$ cat src/include/t16_cfg.svh
// offsets, field positions, reset values and fixed limits of the timer
`ifndef T16_CFG_SVH
`define T16_CFG_SVH

`define T16_OFS_CTRL_A   4'h0
`define T16_OFS_CTRL_B   4'h1
`define T16_OFS_FLAGS    4'h2
`define T16_OFS_CNT_LO   4'h4
`define T16_OFS_CNT_HI   4'h5
`define T16_OFS_CAP_LO   4'h6
`define T16_OFS_CAP_HI   4'h7
`define T16_OFS_CMPA_LO  4'h8
`define T16_OFS_CMPA_HI  4'h9
`define T16_OFS_CMPB_LO  4'hA
`define T16_OFS_CMPB_HI  4'hB
`define T16_OFS_CMPC_LO  4'hC
`define T16_OFS_CMPC_HI  4'hD

`define T16_CS_LSB       0
`define T16_CS_MSB       2
`define T16_WGMB_LSB     3
`define T16_WGMB_MSB     4
`define T16_WGMA_LSB     0
`define T16_WGMA_MSB     1
`define T16_OVF_BIT      0

`define T16_RST_BYTE     8'h00
`define T16_RST_WORD     16'h0000
`define T16_RST_CS       3'h0
`define T16_RST_WGM      4'h0

`define T16_ZERO         16'h0000
`define T16_MAX          16'hFFFF
`define T16_TOP_8BIT     16'h00FF
`define T16_TOP_9BIT     16'h01FF
`define T16_TOP_10BIT    16'h03FF

`define T16_CS_NONE      3'h0
`define T16_CS_EXT_FALL  3'h6
`define T16_CS_EXT_RISE  3'h7

`endif

$ cat src/include/t16_pkg.sv
// types shared by the timer core and its register front end
package t16_pkg;

	typedef enum logic [1:0] {
		SEQ_NORMAL,
		SEQ_CTC,
		SEQ_FAST,
		SEQ_PHASE
	} t16_seq_type;

	typedef struct packed {
		t16_seq_type seq;
		logic [15:0] top;
	} t16_seq_cfg_type;

	typedef struct packed {
		logic        valid;
		logic [15:0] value;
	} t16_load_type;

	typedef struct packed {
		logic       wr;
		logic       rd;
		logic [3:0] addr;
		logic [7:0] wdata;
	} t16_bus_type;

endpackage

$ cat src/rtl/t16_counter_core.sv
// 16-bit up/down counter with top, zero and overflow detection
`timescale 1ns/10ps
`include "t16_cfg.svh"

module t16_counter_core (
	input  wire logic                     clk,
	input  wire logic                     rst,
	input  wire logic                     ce,
	input  wire logic                     tick,
	input  wire t16_pkg::t16_seq_cfg_type cfg,
	input  wire t16_pkg::t16_load_type    load,
	output logic [15:0]                   count,
	output logic                          top_hit,
	output logic                          zero_hit,
	output logic                          ovf_pulse
);
	import t16_pkg::*;

	logic [15:0] count_r;
	logic [15:0] count_nxt;
	logic        down_r;
	logic        down_nxt;
	logic        top_r;
	logic        zero_r;
	logic        at_top;
	logic        at_zero;

	assign at_top  = (count_r == cfg.top);
	assign at_zero = (count_r == `T16_ZERO);

	always_comb begin
		count_nxt = count_r;
		down_nxt  = down_r;
		ovf_pulse = 1'b0;
		if (tick) begin
			// clear, up or down per mode
			case (cfg.seq)
				SEQ_NORMAL: begin
					down_nxt  = 1'b0;
					count_nxt = count_r + 16'h0001;
					ovf_pulse = (count_r == `T16_MAX);
				end
				SEQ_CTC: begin
					down_nxt  = 1'b0;
					count_nxt = at_top ? `T16_ZERO : count_r + 16'h0001;
					ovf_pulse = (count_r == `T16_MAX);
				end
				SEQ_FAST: begin
					down_nxt  = 1'b0;
					count_nxt = at_top ? `T16_ZERO : count_r + 16'h0001;
					ovf_pulse = at_top;
				end
				SEQ_PHASE: begin
					// turn at top and at zero; a zero top just holds
					if (at_top && at_zero) begin
						count_nxt = `T16_ZERO;
					end else if (!down_r && at_top) begin
						down_nxt  = 1'b1;
						count_nxt = count_r - 16'h0001;
					end else if (down_r && at_zero) begin
						down_nxt  = 1'b0;
						count_nxt = count_r + 16'h0001;
					end else if (down_r) begin
						count_nxt = count_r - 16'h0001;
					end else begin
						count_nxt = count_r + 16'h0001;
					end
					// overflow at zero_reached in dual slope
					ovf_pulse = at_zero && down_r;
				end
				default: begin
					count_nxt = count_r + 16'h0001;
				end
			endcase
		end
		// processor write beats clear and count
		if (load.valid) begin
			count_nxt = load.value;
			ovf_pulse = 1'b0;
		end
	end

	always_ff @(posedge clk or posedge rst) begin
		if (rst) begin
			count_r <= `T16_RST_WORD;
			down_r  <= 1'b0;
		end else if (ce) begin
			count_r <= count_nxt;
			down_r  <= down_nxt;
		end
	end

	always_ff @(posedge clk or posedge rst) begin
		if (rst) begin
			top_r  <= 1'b0;
			zero_r <= 1'b1;
		end else if (ce) begin
			top_r  <= (count_nxt == cfg.top);
			zero_r <= (count_nxt == `T16_ZERO);
		end
	end

	assign count    = count_r;
	assign top_hit  = top_r;
	assign zero_hit = zero_r;
endmodule

$ cat src/rtl/t16_timer.sv
// 16-bit timer counter with byte-wide access through a shared high byte
//
// Function
// - 16-bit registers move as two byte accesses
// - one shared 8-bit temporary high byte
// - low write loads temp and byte together
// - counter and capture low reads copy high half into temp
// - compare high reads bypass the temporary byte
// - temp keeps its value after low writes
// - counter high location reaches the temp byte
// - clock select zero stops the counter
// - each tick clears, increments or decrements
// - counter accessible whether or not ticking
// - processor write beats clear and count
// - four-bit mode field sets the sequence
// - overflow flag set where mode says
// - up/down counter flags top and zero
// - clear forces every counter bit low
// - counter at two byte locations, high/low
// - zero is 0x0000, maximum 0xFFFF
// - top is fixed, compare A or capture
`timescale 1ns/10ps
`include "t16_cfg.svh"

module t16_timer #(
	parameter int ADDR_W = 4
) (
	input  wire logic              CLK,
	input  wire logic              RST,
	input  wire logic              CE,
	input  wire logic [ADDR_W-1:0] ADDR,
	input  wire logic              WR_EN,
	input  wire logic              RD_EN,
	input  wire logic [7:0]        WDATA,
	input  wire logic [4:0]        PRE_TICKS,
	input  wire logic              EXT_CLK_PIN,
	output logic [7:0]             RDATA,
	output logic                   TOP_HIT,
	output logic                   ZERO_HIT,
	output logic                   OVF_FLAG
);
	import t16_pkg::*;

	// the register map needs four index bits
	generate
		if (ADDR_W < 4) begin : g_bad_addr_w
			$error("t16_timer: ADDR_W must be at least 4");
		end
	endgenerate

	t16_bus_type     bus;
	t16_seq_cfg_type seq_cfg;
	t16_load_type    load;

	logic [7:0]  temp_r;
	logic [7:0]  rdata_r;
	logic [7:0]  rdata_nxt;
	logic [2:0]  cs_r;
	logic [3:0]  wgm_r;
	logic        ovf_r;
	logic [15:0] cmpa_r;
	logic [15:0] cmpb_r;
	logic [15:0] cmpc_r;
	logic [15:0] cap_r;
	logic [15:0] count;
	logic        top_hit;
	logic        zero_hit;
	logic        ovf_pulse;
	logic        tick;
	logic        ext_meta_r;
	logic        ext_sync_r;
	logic        ext_prev_r;
	logic        hit;
	logic        wr_hit;
	logic        rd_hit;
	logic        cap_is_top;

	// upper address bits beyond the map make every access miss
	generate
		if (ADDR_W > 4) begin : g_wide
			assign hit = (ADDR[ADDR_W-1:4] == '0);
		end else begin : g_narrow
			assign hit = 1'b1;
		end
	endgenerate

	assign bus.wr    = WR_EN;
	assign bus.rd    = RD_EN;
	assign bus.addr  = ADDR[3:0];
	assign bus.wdata = WDATA;
	assign wr_hit    = bus.wr && hit;
	// a write wins a shared cycle, so temp never sees
	// two updates at one edge
	assign rd_hit    = bus.rd && hit && !bus.wr;

	// external clock pin: two-stage sync, then edge detect
	// edge flop resets low like an idle pin, so leaving
	// reset makes no false rising edge
	always_ff @(posedge CLK or posedge RST) begin
		if (RST) begin
			ext_meta_r <= 1'b0;
			ext_sync_r <= 1'b0;
			ext_prev_r <= 1'b0;
		end else if (CE) begin
			ext_meta_r <= EXT_CLK_PIN;
			ext_sync_r <= ext_meta_r;
			ext_prev_r <= ext_sync_r;
		end
	end

	// prescaler ticks come from this clock domain, so
	// they are used without a synchroniser
	// select tick source, zero stops
	always_comb begin
		case (cs_r)
			`T16_CS_NONE:     tick = 1'b0;
			`T16_CS_EXT_FALL: tick = ext_prev_r && !ext_sync_r;
			`T16_CS_EXT_RISE: tick = !ext_prev_r && ext_sync_r;
			default:          tick = PRE_TICKS[cs_r - 3'h1];
		endcase
	end

	// fixed, compare A or capture top
	always_comb begin
		seq_cfg.seq = SEQ_NORMAL;
		seq_cfg.top = `T16_MAX;
		cap_is_top  = 1'b0;
		case (wgm_r)
			4'h0: begin
				seq_cfg.seq = SEQ_NORMAL;
				seq_cfg.top = `T16_MAX;
			end
			4'h1: begin
				seq_cfg.seq = SEQ_PHASE;
				seq_cfg.top = `T16_TOP_8BIT;
			end
			4'h2: begin
				seq_cfg.seq = SEQ_PHASE;
				seq_cfg.top = `T16_TOP_9BIT;
			end
			4'h3: begin
				seq_cfg.seq = SEQ_PHASE;
				seq_cfg.top = `T16_TOP_10BIT;
			end
			4'h4: begin
				seq_cfg.seq = SEQ_CTC;
				seq_cfg.top = cmpa_r;
			end
			4'h5: begin
				seq_cfg.seq = SEQ_FAST;
				seq_cfg.top = `T16_TOP_8BIT;
			end
			4'h6: begin
				seq_cfg.seq = SEQ_FAST;
				seq_cfg.top = `T16_TOP_9BIT;
			end
			4'h7: begin
				seq_cfg.seq = SEQ_FAST;
				seq_cfg.top = `T16_TOP_10BIT;
			end
			4'h8, 4'hA: begin
				seq_cfg.seq = SEQ_PHASE;
				seq_cfg.top = cap_r;
				cap_is_top  = 1'b1;
			end
			4'h9, 4'hB: begin
				seq_cfg.seq = SEQ_PHASE;
				seq_cfg.top = cmpa_r;
			end
			4'hC: begin
				seq_cfg.seq = SEQ_CTC;
				seq_cfg.top = cap_r;
				cap_is_top  = 1'b1;
			end
			4'hE: begin
				seq_cfg.seq = SEQ_FAST;
				seq_cfg.top = cap_r;
				cap_is_top  = 1'b1;
			end
			4'hF: begin
				seq_cfg.seq = SEQ_FAST;
				seq_cfg.top = cmpa_r;
			end
			// reserved code runs as a free counter
			default: begin
				seq_cfg.seq = SEQ_NORMAL;
				seq_cfg.top = `T16_MAX;
			end
		endcase
	end

	// low write loads temp plus byte at once
	// load accepted with or without a tick
	assign load.valid = wr_hit && (bus.addr == `T16_OFS_CNT_LO);
	assign load.value = {temp_r, bus.wdata};

	t16_counter_core u_core (
		.clk       (CLK),
		.rst       (RST),
		.ce        (CE),
		.tick      (tick),
		.cfg       (seq_cfg),
		.load      (load),
		.count     (count),
		.top_hit   (top_hit),
		.zero_hit  (zero_hit),
		.ovf_pulse (ovf_pulse)
	);

	// interrupt code writing any pair or reading counter or capture between the two
	// bytes of a main-line access corrupts this byte
	// one temporary byte shared by all pairs
	always_ff @(posedge CLK or posedge RST) begin
		if (RST) begin
			temp_r <= `T16_RST_BYTE;
		end else if (CE) begin
			if (wr_hit) begin
				case (bus.addr)
					`T16_OFS_CNT_HI,
					`T16_OFS_CAP_HI,
					`T16_OFS_CMPA_HI,
					`T16_OFS_CMPB_HI,
					`T16_OFS_CMPC_HI: temp_r <= bus.wdata;
					default: temp_r <= temp_r;
				endcase
			end else if (rd_hit) begin
				case (bus.addr)
					// low read snapshots the high half
					`T16_OFS_CNT_LO: temp_r <= count[15:8];
					`T16_OFS_CAP_LO: temp_r <= cap_r[15:8];
					default:         temp_r <= temp_r;
				endcase
			end
		end
	end

	// control bytes: mode field split over both
	always_ff @(posedge CLK or posedge RST) begin
		if (RST) begin
			cs_r  <= `T16_RST_CS;
			wgm_r <= `T16_RST_WGM;
		end else if (CE && wr_hit) begin
			if (bus.addr == `T16_OFS_CTRL_A) begin
				wgm_r[1:0] <= bus.wdata[`T16_WGMA_MSB:`T16_WGMA_LSB];
			end
			if (bus.addr == `T16_OFS_CTRL_B) begin
				wgm_r[3:2] <= bus.wdata[`T16_WGMB_MSB:`T16_WGMB_LSB];
				cs_r       <= bus.wdata[`T16_CS_MSB:`T16_CS_LSB];
			end
		end
	end

	// compare values load whole on their low write
	always_ff @(posedge CLK or posedge RST) begin
		if (RST) begin
			cmpa_r <= `T16_RST_WORD;
			cmpb_r <= `T16_RST_WORD;
			cmpc_r <= `T16_RST_WORD;
			cap_r  <= `T16_RST_WORD;
		end else if (CE && wr_hit) begin
			case (bus.addr)
				`T16_OFS_CMPA_LO: cmpa_r <= {temp_r, bus.wdata};
				`T16_OFS_CMPB_LO: cmpb_r <= {temp_r, bus.wdata};
				`T16_OFS_CMPC_LO: cmpc_r <= {temp_r, bus.wdata};
				// capture value is only writable when it is the top
				`T16_OFS_CAP_LO: begin
					if (cap_is_top) begin
						cap_r <= {temp_r, bus.wdata};
					end
				end
				default: begin
					cap_r <= cap_r;
				end
			endcase
		end
	end

	always_ff @(posedge CLK or posedge RST) begin
		if (RST) begin
			ovf_r <= 1'b0;
		end else if (CE) begin
			// a set in the clearing cycle wins
			if (ovf_pulse) begin
				ovf_r <= 1'b1;
			end else if (wr_hit && bus.addr == `T16_OFS_FLAGS
					&& bus.wdata[`T16_OVF_BIT]) begin
				ovf_r <= 1'b0;
			end
		end
	end

	// compare halves read direct; counter and capture high read temp
	always_comb begin
		rdata_nxt = `T16_RST_BYTE;
		case (bus.addr)
			`T16_OFS_CTRL_A: begin
				rdata_nxt[`T16_WGMA_MSB:`T16_WGMA_LSB] = wgm_r[1:0];
			end
			`T16_OFS_CTRL_B: begin
				rdata_nxt[`T16_WGMB_MSB:`T16_WGMB_LSB] = wgm_r[3:2];
				rdata_nxt[`T16_CS_MSB:`T16_CS_LSB]     = cs_r;
			end
			`T16_OFS_FLAGS:   rdata_nxt[`T16_OVF_BIT] = ovf_r;
			`T16_OFS_CNT_LO:  rdata_nxt = count[7:0];
			`T16_OFS_CNT_HI:  rdata_nxt = temp_r;
			`T16_OFS_CAP_LO:  rdata_nxt = cap_r[7:0];
			`T16_OFS_CAP_HI:  rdata_nxt = temp_r;
			`T16_OFS_CMPA_LO: rdata_nxt = cmpa_r[7:0];
			`T16_OFS_CMPB_LO: rdata_nxt = cmpb_r[7:0];
			`T16_OFS_CMPC_LO: rdata_nxt = cmpc_r[7:0];
			`T16_OFS_CMPA_HI: rdata_nxt = cmpa_r[15:8];
			`T16_OFS_CMPB_HI: rdata_nxt = cmpb_r[15:8];
			`T16_OFS_CMPC_HI: rdata_nxt = cmpc_r[15:8];
			default:          rdata_nxt = `T16_RST_BYTE;
		endcase
	end

	// no ready line: data is valid the cycle after the strobe
	// read data is held until the next read
	always_ff @(posedge CLK or posedge RST) begin
		if (RST) begin
			rdata_r <= `T16_RST_BYTE;
		end else if (CE && rd_hit) begin
			rdata_r <= rdata_nxt;
		end
	end

	assign RDATA    = rdata_r;
	assign TOP_HIT  = top_hit;
	assign ZERO_HIT = zero_hit;
	assign OVF_FLAG = ovf_r;
endmodule

$ cat config.mk
export PLATFORM = sky130hd
export DESIGN_NAME = t16_timer
export DESIGN_NICKNAME = d
export VERILOG_FILES = /design/src/include/t16_pkg.sv /design/src/rtl/t16_counter_core.sv /design/src/rtl/t16_timer.sv
export VERILOG_INCLUDE_DIRS = /design/src /design/src/include
export SDC_FILE = /design/constraint.sdc
export NUM_CORES = 1
export LEC_CHECK = 0
export BUFFER_PORTS_ARGS = -buffer_cell sky130_fd_sc_hd__clkbuf_2
export CAP_MARGIN = 20
export CORE_AREA = 2 2 144 181
export DETAILED_ROUTE_END_ITERATION = 12
export DIE_AREA = 0 0 146 183
export PLACE_DENSITY = 0.5
export SETUP_SLACK_MARGIN = 0.15
export SLEW_MARGIN = 20
export SYNTH_ARGS = -nofsm -noshare
export SYNTH_HDL_FRONTEND = slang
export SYNTH_SLANG_ARGS = --single-unit
export TNS_END_PERCENT = 10
$ cat constraint.sdc
create_clock -name CLK -period 4.8 [get_ports CLK]
set_clock_uncertainty 0.05 [all_clocks]
set_input_delay 1.2 -clock CLK [delete_from_list [all_inputs] [get_ports CLK]]
set_output_delay 1.2 -clock CLK [all_outputs]
set_load 0.05 [all_outputs]
# After elaboration in Yosys (flattened, before gate mapping)
# Index checks and enable logic that the tools add are counted.
word_totals:
  ff_bits: 110
  wordCells: 128
  in_bits: 23
  output_inout_bits: 11
op_classes:
  n_addsub: 3
  n_eq_ne: 37
  n_reduce_logical: 40
  n_mux: 30
  magnitude_cmp: 1
ops:
  columns: ["operator", "n"]
  rows:
  - ["18-bit one-hot mux with 12 select lines", 1]
  - ["16-bit 2-to-1 mux", 7]
  - ["4-bit == test, second input constant", 13]
  - ["16-bit one-hot mux with 3 select lines", 1]
  - ["16-bit == test", 2]
  - ["4-bit by 3-bit == test with 1-bit output, second input constant", 8]
  - ["16-bit zero test", 2]
  - ["3-bit one-hot mux with 10 select lines", 1]
  - ["3-bit one-hot mux with 9 select lines", 1]
  - ["8-bit 2-to-1 mux", 3]
  - ["16-bit by 1-bit adder with 16-bit output, second input constant", 1]
  - ["16-bit == test, second input constant", 1]
  - ["8-bit one-hot mux with 2 select lines", 1]
  - ["16-bit by 1-bit subtractor with 16-bit output, second input constant", 1]
  - ["4-bit by 2-bit == test with 1-bit output, second input constant", 3]
  - ["1-bit one-hot mux with 12 select lines", 1]
  - ["2-bit AND reduction", 6]
  - ["1-bit logical AND", 11]
  - ["1-bit one-hot mux with 11 select lines", 1]
  - ["2-bit OR reduction", 5]
  - ["1-bit 2-to-1 mux", 9]
  - ["4-bit by 1-bit == test with 1-bit output, second input constant", 2]
  - ["4-bit AND reduction", 2]
  - ["3-bit == test, second input constant", 2]
  - ["other kinds (20)", 26]

# Logic depth before layout (Yosys ltp)
logic_depth:
  ltp_word: 11
  depth_mapped: 19
  mapped_depth_nobuf: 14

# Cells and area by module
# A second synthesis with hierarchy kept.
unflattened:
  hier_cells: 839
  hier_area_um2: 8135.3
modules_own_cells:
  columns: ["mod", "seq_area_each_um2", "n_inst", "area_each_um2", "cells_per_inst"]
  rows:
  - ["t16_timer", 2277.2, 1, 5320.1, 465]
  - ["t16_counter_core", 476.7, 1, 2815.2, 374]

# Least setup slack after synthesis
# No wires, ideal clock.
synth_timing:
  path_type: "input to register"
  startpoint: "in ADDR[2]"
  endpoint: "reg u_core.zero_r, in the netlist u_core.zero_hit"
  setup_ns: 0.089
  arrival_ns: 4.042
  path_buffers: 3
  cell_stages: 14
  required_time_ns: 4.661
  setup_slack_ns: 0.619
  path_cell_list: "clkbuf_1 clkinv_1 nor2_1 and3_1 clkbuf_1 nor2_1 nand2_1 nor2_2 buf_6 a31oi_4 nand4_1 a2111oi_2 nand4_1 o32ai_2"
synth_via:
  elab_chain_len: 4
synth_rtl:
  columns: ["element", "line", "text"]
  rows:
  - ["from (decl)", "t16_timer.sv:31", "input wire logic [ADDR_W-1:0] ADDR,"]
  - ["4-bit by 3-bit == test with 1-bit output", null, null]
  - ["1-bit logical AND", "t16_timer.sv:194", "assign load.valid = wr_hit && (bus.addr == `T16_OFS_CNT_LO);"]
  - ["16-bit 2-to-1 mux", "t16_counter_core.sv:77", "if (load.valid) begin"]
  - ["16-bit zero test (no line)", null, null]
  - ["to (signal assigned)", "t16_counter_core.sv:99", "zero_r <= (count_nxt == `T16_ZERO);"]
  - ["to (decl)", "t16_counter_core.sv:24", "logic zero_r;"]
# No other way between the ends.
# A chain may end at the register's enable or synchronous reset.

# Worst setup path in the final report
layout_timing:
  startpoint: "reg wgm_r[3]"
  endpoint: "reg u_core.top_r, in the netlist u_core.top_hit"
layout_via:
  elab_chain_len: 11
  elab_cells_between_ends: 32
  cone_classes: "19 x eq/ne; 7 x mux; 6 x reduce/logical"
layout_rtl:
  columns: ["element", "line", "text"]
  rows:
  - ["from (decl)", "t16_timer.sv:59", "logic [3:0] wgm_r;"]
  - ["from (signal assigned)", "t16_timer.sv:241", "wgm_r <= `T16_RST_WGM;"]
  - ["from (signal assigned)", "t16_timer.sv:247", "wgm_r[3:2] <= bus.wdata[`T16_WGMB_MSB:`T16_WGMB_LSB];"]
  - ["4-bit == test", "t16_timer.sv:128", "case (wgm_r)"]
  - ["2-bit OR reduction, on equally long branches", null, null]
  - ["18-bit one-hot mux with 12 select lines (*)", "t16_timer.sv:128", null]
  - ["16-bit == test", "t16_counter_core.sv:28", "assign at_top = (count_r == cfg.top);"]
  - ["1-bit logical AND", "t16_counter_core.sv:57", "end else if (!down_r && at_top) begin"]
  - ["16-bit 2-to-1 mux", "t16_counter_core.sv:57", null]
  - ["16-bit 2-to-1 mux", "t16_counter_core.sv:55", "if (at_top && at_zero) begin"]
  - ["16-bit one-hot mux with 3 select lines", "t16_counter_core.sv:37", "case (cfg.seq)"]
  - ["16-bit 2-to-1 mux", "t16_counter_core.sv:35", "if (tick) begin"]
  - ["16-bit 2-to-1 mux", "t16_counter_core.sv:77", null]
  - ["16-bit == test (*)", "t16_counter_core.sv:98", "top_r <= (count_nxt == cfg.top);"]
  - ["to (signal assigned)", "t16_counter_core.sv:98", null]
  - ["to (decl)", "t16_counter_core.sv:23", "logic top_r;"]
# Mark *: on every way between the ends. The rest lies on a longest branch, timed or not.

==> flow_summary.json <==
{
  "antenna_found_initial": 1,
  "numPortBuffers": 33,
  "setup_viol": 0,
  "synthTopCellsByCount": "109 x dfrtp_1, 89 x nand2_1, 83 x mux2_2",
  "wl_met2_um": 17600,
  "wl_per_cell_um": 26.5,
  "syn_area_mm2": 0.00864,
  "cp_max_fo": 13,
  "layoutNonFillerInstCount": 1348,
  "num_vias": 8225,
  "ys_async_sr_fraction_pct": 100,
  "grt_usage_pct": 27.0,
  "ctsHoldBuffers": 0,
  "hold_class": "reg -> reg",
  "grt_pass1_wl_um": 53900,
  "netlist.top_cell.by_area": "dfrtp_1",
  "routed.top_layer": "met4",
  "p_leak_nw": 4.02,
  "status": "completed",
  "yosys_warnings": 0,
  "design.core.area_mm2": 0.0250,
  "syn2layout_area_growth_pct": 12.0,
  "syn-instance-count": 980,
  "viasPerCell": 6.10,
  "post-route-period-util_pct": 93.1,
  "rsz0062_at_grt": "false",
  "grt-ovfl-total": 0,
  "synthTopCellsByArea": "dfrtp_1 32%, mux2_2 11%, nand2_1 3.9%",
  "grt_max_degree": 65,
  "dr.pass1.iters": 5,
  "hold_violations": 0,
  "synth_ff_type": "dfrtp_1",
  "m1WireLength_um": 14300,
  "fp.dieH_um": 183,
  "drive_above_1_share_pct": 23.3,
  "cts_buffer_depth": 2,
  "fin_hold_ws_ns": 0.436,
  "numCtsBuffers": 9,
  "fin_setup_tns_ns": 0,
  "synth_top_family_by_area": "compound AO/OA/AOI/OAI gates",
  "clock-sinks": 110,
  "die_w_um": 146,
  "cts_root_buffer": "clkbuf_16",
  "synth_xor_area_share_pct": 3.14,
  "cts_tree": "yes",
  "io_pins": 34,
  "wl_met3_um": 1630,
  "power_density_mw_per_mm2": 518,
  "path_class": "reg -> reg",
  "hpwl_um": 27200,
  "placed_area_mm2": 0.00936,
  "diodes": 0,
  "fin_nets": 1041,
  "clk_pin_slew_worst_paths_ns": 0.09,
  "synth_compound_area_share_pct": 22.2,
  "worst_setup_path_end_kind": "flop",
  "syn_area_per_cell_um2": 8.81,
  "ant_nets": 0,
  "period_needed_ns": 4.47,
  "grt_pass1_vias": 8175,
  "wl_um": 35700,
  "ys_ff_latch": 110,
  "dpl.cell_count": 1331,
  "fmax_mhz": 224,
  "clock_latency_ns": 0.38,
  "yosysMostFrequentCell": "dfrtp_1",
  "die-area_mm2": 0.0267,
  "final_area_mm2": 0.00967,
  "synthAdderAreaFrac_pct": 1.30,
  "synth.distinct_cells": 91,
  "ys_seq_area_share_pct": 31.9,
  "synth_simple_gate_area_share_pct": 20.9,
  "maxSlewViolCount": 0,
  "startpoint_type": "flop",
  "initial_utilization_pct": 34.5,
  "arrival_ns": 4.73,
  "required_ns": 5.05,
  "synth_edf_count": 0,
  "synth_top_area_share_pct": 31.6,
  "h-tree-depth": 3,
  "drc": 0,
  "gp_congestion": 1.04,
  "tightest_slew_ns": 1.04,
  "drv_cap": 0,
  "fp-row-count": 65,
  "irDropWorstVdd_mv": 0.224,
  "syn_nets": 1012,
  "relSlewSlack_pct": 30.1,
  "first_iter_violations": 761,
  "synthMuxAreaShare_pct": 15.2
}
[report_power, final]
part	switching (W)	internal (W)
clock	0.000381	0.000368
combinational	0.00171	0.00103
sequential	0.000379	0.00115
total	0.00247	0.00254
[per-stage QoR]
stage / util [%] / power (W) / setup slack, ns
CTS: 38.5 / 0.00496 / 0.185
finish: 38.6 / 0.00501 / 0.330
global placement: 37.4 / 0.00422 / 0.175
global route: 38.6 / 0.00528 / 0.170
floorplan: - / 0.00317 / 0.619
detailed placement: 37.4 / 0.00419 / 0.195
[layer usage]
metal | global-route usage [%] | vias up
li1 | - | 3717
met1 | 32.0 | 4086
met2 | 47.0 | 323
met3 | 4.25 | 99
met4 | 14.5 | 0
met5 | 0 | -
[cell families (layout without fill, tap and decap cells)]
kind of cell / Yosys count / in the layout
xor+xnor: 31 / 31
flops: 110 / 110
compound gates: 264 / 264
simple gates: 340 / 340
buf+inv: 109 / 142
fa+ha+maj: 9 / 9
mux: 117 / 117
[path summary, 6_finish.rpt]
check	start	endpoint	slack (ns)	cells past startpoint
min	RDATA[5]	RDATA[5]	0.44	1
max reg2reg	wgm_r[3]	u_core.top_hit	0.33	12
max	wgm_r[3]	u_core.top_hit	0.33	12
min reg2reg	RDATA[5]	RDATA[5]	0.44	1
max in group asynchronous	RST	wgm_r[0]	3.04	3
min in group asynchronous	RST	u_core.count[6]	0.86	2
[flip-flops by register name, summed over array words and instances (netlist names), 3 cells and up]
name and cells:
cmpb_r 16, cs_r 3, cmpc_r 16, u_core.count 16
RDATA 8, cmpa_r 16, wgm_r 4, temp_r 8
cap_r 16
[layout make-up]
| type | count | area, um^2 |
|---|---|---|
| Inverter | 36 | 138 |
| Fill cell | 2691 | 15400 |
| Timing Repair Buffer | 91 | 613 |
| Tap cell | 335 | 419 |
| Clock buffer | 11 | 243 |
| Sequential cell | 110 | 2760 |
| Multi-Input combinational cell | 761 | 5470 |
| Clock inverter | 4 | 32.5 |
[placed cells by master (no fill, tap or decap), drive strengths merged, types with 11 or more instances in the layout]
master	instances
dfrtp	109
o21ai	57
and3	14
nor4	14
nand4	13
mux2	86
nand2	89
nor3	25
a21oi	52
clkbuf	44
inv	33
o22ai	20
nand3	31
a2111oi	11
buf	58
nor2	72
xnor2	24
mux2i	28
nand2b	20
[critical path, cell delays in order (launching register included)]
cell       delay, ns
dfrtp_1         0.53
or4b_4          0.70
nor2_1          0.16
a211oi_1        0.11
a21oi_1         0.33
and4_2          0.39
a41oi_4         0.26
or3_1           0.47
a2111oi_1       0.41
a311oi_1        0.16
a2111oi_2       0.39
o2111ai_1       0.27
o22ai_2         0.14
[what timing repair did]
| action | CTS | global route |
|---|---|---|
| setup endpoints to repair | 0 | 2 |
| resized for setup | 0 | 7 |
| buffers inserted | 0 | 2 |
Note: power is estimated with default switching activity, not from simulation.
